--- src/pkg/wrc_pkg.sv ---
// Constants and types for the write-check input mapper of a burst-chop-4 write frame
package wrc_pkg;

  // ==========================================================
  // Frame shape
  localparam int FRAME_UI   = 10;  // Frame length with write checking on
  localparam int DATA_UI    = 4;   // Beats carrying data in a chopped burst
  localparam int CHECK_UI   = 8;   // Beat carrying the check bits
  localparam int LANES      = 8;   // Data lanes per byte half
  localparam int TREE_IN_W  = 72;  // Inputs of one check tree
  localparam int MASK_LO_POS = 64; // Tree slot of the mask lane, lower half-burst
  localparam int MASK_HI_POS = 68; // Tree slot of the mask lane, upper half-burst
  localparam int CNT_W      = 4;

  // ==========================================================
  // Sampled pin vector layout
  localparam int PIN_W      = 20;
  localparam int PIN_DQ     = 0;   // 16 data lanes
  localparam int PIN_MASK_L = 16;
  localparam int PIN_MASK_U = 17;
  localparam int PIN_FRAME  = 18;
  localparam int PIN_A2     = 19;

  // ==========================================================
  // Register map, byte addresses
  localparam int ADDR_W = 8;
  localparam logic [ADDR_W-1:0] OFS_CTRL   = 8'h00;
  localparam logic [ADDR_W-1:0] OFS_STATUS = 8'h04;
  localparam logic [ADDR_W-1:0] OFS_MASK   = 8'h08;
  localparam logic [ADDR_W-1:0] OFS_RXCRC  = 8'h0c;
  localparam logic [ADDR_W-1:0] OFS_CALC   = 8'h10;

  // Control bits
  localparam int CTRL_W      = 4;
  localparam int CTRL_CRC_EN = 0;
  localparam int CTRL_DM_EN  = 1;
  localparam int CTRL_DBI_EN = 2;
  localparam int CTRL_X16    = 3;
  localparam logic [CTRL_W-1:0] CTRL_RST = 4'h0;

  // Event bits of status and mask
  localparam int EV_W       = 4;
  localparam int EV_ERR_LO  = 0;
  localparam int EV_ERR_HI  = 1;
  localparam int EV_SHORT   = 2;
  localparam int EV_DONE    = 3;
  localparam logic [EV_W-1:0] EV_RST = 4'h0;

  typedef enum logic [3:0] {
    WRC_IDLE    = 4'b0001,
    WRC_COLLECT = 4'b0010,
    WRC_CHECK   = 4'b0100,
    WRC_WAIT    = 4'b1000
  } wrc_state_t;

endpackage

--- src/hw/wrc_tree.sv ---
// One check tree: maps a chopped half-burst onto 72 inputs and folds them to 8 bits
`timescale 1ns/1ns
module wrc_tree
  import wrc_pkg::*;
#(
  parameter logic [7:0] POLY = 8'h07,
  parameter logic [7:0] INIT = 8'h00
) (
  input  wire logic [LANES*DATA_UI-1:0] lanes,
  input  wire logic [DATA_UI-1:0]       mlane,
  input  wire logic                     a2,
  input  wire logic                     mask_on,
  output logic [7:0]                    crc
);

  // ==========================================================
  // Input mapping; unused slots are ones
  function automatic logic [TREE_IN_W-1:0] map_inputs(
    input logic [LANES*DATA_UI-1:0] ln,
    input logic [DATA_UI-1:0]       ml,
    input logic                     hi,
    input logic                     mon
  );
    logic [TREE_IN_W-1:0] d;
    d = '1;
    // Data of either half-burst lands in the lower nibble slots
    for (int n = 0; n < LANES; n++) begin
      for (int k = 0; k < DATA_UI; k++) begin
        d[8*n+k] = ln[DATA_UI*n+k];
      end
    end
    for (int k = 0; k < DATA_UI; k++) begin
      if (mon && !hi) begin
        d[MASK_LO_POS+k] = ml[k];
      end
      if (mon && hi) begin
        d[MASK_HI_POS+k] = ml[k];
      end
    end
    return d;
  endfunction

  // ==========================================================
  // Serial fold, bit 0 first
  function automatic logic [7:0] fold(input logic [TREE_IN_W-1:0] d);
    logic [7:0] c;
    logic       fb;
    c = INIT;
    for (int i = 0; i < TREE_IN_W; i++) begin
      fb = c[7] ^ d[i];
      c  = {c[6:0], 1'b0};
      if (fb) begin
        c = c ^ POLY;
      end
    end
    return c;
  endfunction

  always_comb begin
    crc = fold(map_inputs(lanes, mlane, a2, mask_on));
  end

endmodule // wrc_tree

--- config.mk ---
export PLATFORM = sky130hd
export DESIGN_NAME = wrc_tree
export DESIGN_NICKNAME = d
export VERILOG_FILES = /design/src/pkg/wrc_pkg.sv /design/src/hw/wrc_tree.sv
export SDC_FILE = /design/constraint.sdc
export NUM_CORES = 1
export LEC_CHECK = 0
export BUFFER_PORTS_ARGS = -buffer_cell sky130_fd_sc_hd__buf_2
export CAP_MARGIN = 20
export CORE_AREA = 2 2 57 59
export DETAILED_ROUTE_END_ITERATION = 10
export DIE_AREA = 0 0 59 61
export PLACE_DENSITY = 0.82
export REMOVE_ABC_BUFFERS = 1
export SLEW_MARGIN = 20
export SYNTH_ARGS = -nofsm -noshare
export SYNTH_HDL_FRONTEND = slang
export SYNTH_SLANG_ARGS = --single-unit
--- constraint.sdc ---
create_clock -name vclk -period 4.1
set_input_delay 0.205 -clock vclk [all_inputs]
set_output_delay 0.205 -clock vclk [all_outputs]
set_load 0.005 [all_outputs]
==> results.tsv <==
stage	metric	value	unit
sta	finalSetupViolCount	0	
routing	viasPerCell	5.13	
routing	vias	1000	
logic_synthesis	ys_warn_count	0	
setup_path	cp-end-kind	output port	
global_routing	grt_pass1_vias	1050	
global_routing	grt_overflow	0	
setup_path	max_stage_delay	0.53	ns
routing	drt-initial-drc-count	19	
setup_path	crit_top_cell	xnor3_1	
sta	max_freq	284	MHz
routing	finalWirelength	3.12	mm
sta	whs	0.872	ns
place	place_congestion	0.832	
global_routing	grt_max_degree	7	
sta	finalCritPeriodShare	0.859	
cts	holdBufCountCts	0	
setup_path	crit_buf_inv	2	
cells_and_area	fin_nets	202	
place	portBuffers	46	
cells_and_area	design_area	1820	sq um
setup_path	cp_slowest_cell	xor3_2	
global_routing	gr-usage-all-layers	0.182	
cells_and_area	layout-drive-gt1-share	0.346	
setup_path	crit_fanout	5	
global_routing	grt_pass1_wl	4.89	mm
setup_path	worstPathArrival	3.32	ns
cells_and_area	mostFrequentLayoutCells	46 x buf_2, 43 x xnor2_1, 28 x xnor3_1	
cells_and_area	regArea	0	sq um
routing	ant_nets	0	
setup_path	required	3.89	ns
cells_and_area	layout_commonest_cell	buf_2	
min_path	min_path_type	input port to output port	
cells_and_area	area_delta_synth_final	17.6	%
logic_synthesis	ys_types	17	
routing	wl_per_cell	16.0	um
place	placedInstanceArea	1820	sq um
setup_path	critical_path_depth	9	
floorplanning	die_area	3600	sq um
setup_path	startpoint_type	input port	
flow_run	maxCapViolCount	0	
cells_and_area	clockBufferCount	0	
cts	cts_setup_buffers	0	
sta	final.setup.tns	0	ns
floorplanning	core	2950	sq um
logic_synthesis	syn_inst	116	
sta	worstMarginPinSlew	0.506	ns
logic_synthesis	synth_area_per_cell	13.3	sq um
sta	rsz0062_at_grt	no	
sta	relSlewSlack	0.660	
routing	first_pass_iters	4	
floorplanning	chipHeight	61	um
global_routing	antenna_found_initial	0	
cells_and_area	insertedDiodeCount	0	
floorplanning	initial_core_util	0.523	
floorplanning	rows	20	
cells_and_area	seq_cell_count	0	
min_path	hold_depth	4	
cts	post_cts_resized	0	
routing	drc	0	
setup_path	path_class	input port to output port	
sta	min_period	3.52	ns
logic_synthesis	synth_area	1550	sq um
setup_path	critPathTopFamily	XOR/XNOR gates	
sta	finalHoldViolations	0	
sta	slew_viol_final	0	
floorplanning	chipWidth	59	um
setup_path	path_cells	buf_2, xnor3_1, xor3_2, xnor2_4, xnor3_1, xnor3_2, xor3_2, xnor3_1, buf_2	
logic_synthesis	synth-seq-area-share	0	
run_status	status	completed	
place	hpwlAfterDp	2.77	mm
floorplanning	pin_count	46	
## area by class of cell
type / count / area, sq um
well taps: 33 / 41.3
repair buffers: 46 / 230
inverters: 1 / 3.75
fillers: 240 / 1140
multi-input cells: 115 / 1540
## tightest hold or removal path, delay by kind of cell
family,cells,cell delay (ns)
xor+xnor,2,0.26
buf+inv,2,0.20
## worst paths after layout
| path | start | endpoint | slack (ns) |
|---|---|---|---|
| max | lanes[2] | crc[2] | 0.58 |
| min | lanes[29] | crc[6] | 0.87 |
## layer usage
metal	vias to the layer above	track usage	wire length, um
met5	-	0	0
met4	0	0.0390	67
met3	6	0.00426	121
met2	37	0.371	1740
met1	474	0.209	1190
li1	483	-	-
## metrics by stage
step,std cells,utilization,setup slack (ns)
5_1_grt,195,0.615,0.458
6_report,195,0.615,0.579
4_1_cts,195,0.615,0.567
2_1_floorplan,116,-,0.903
3_5_place_dp,195,0.615,0.580
3_3_place_gp,195,0.615,0.673
## synth_stat cells
master	count	area (sq um)
nor2_1	6	22.5
xor2_1	16	140
inv_1	1	3.75
xnor2_1	43	377
xnor3_4	1	26.3
xor2_2	1	16.3
xnor3_1	28	631
o21ai_0	1	5.00
a21oi_1	2	10.0
nand2_1	2	7.51
xnor2_4	1	27.5
xor3_1	5	119
xnor2_2	3	48.8
nor2b_1	1	6.26
nand2b_1	1	6.26
xnor3_2	1	23.8
xor3_2	3	75.1
## cell families after synthesis
| logic type | after synthesis | synth area share |
|---|---|---|
| buffers and inverters | 1 | 0.00243 |
| XOR/XNOR | 102 | 0.960 |
| AO/OA/AOI/OAI | 3 | 0.00971 |
| AND/OR/NAND/NOR | 10 | 0.0275 |
Power is not shown: default switching activity piles up to over one toggle a cycle in this logic, so the estimate is an artifact.
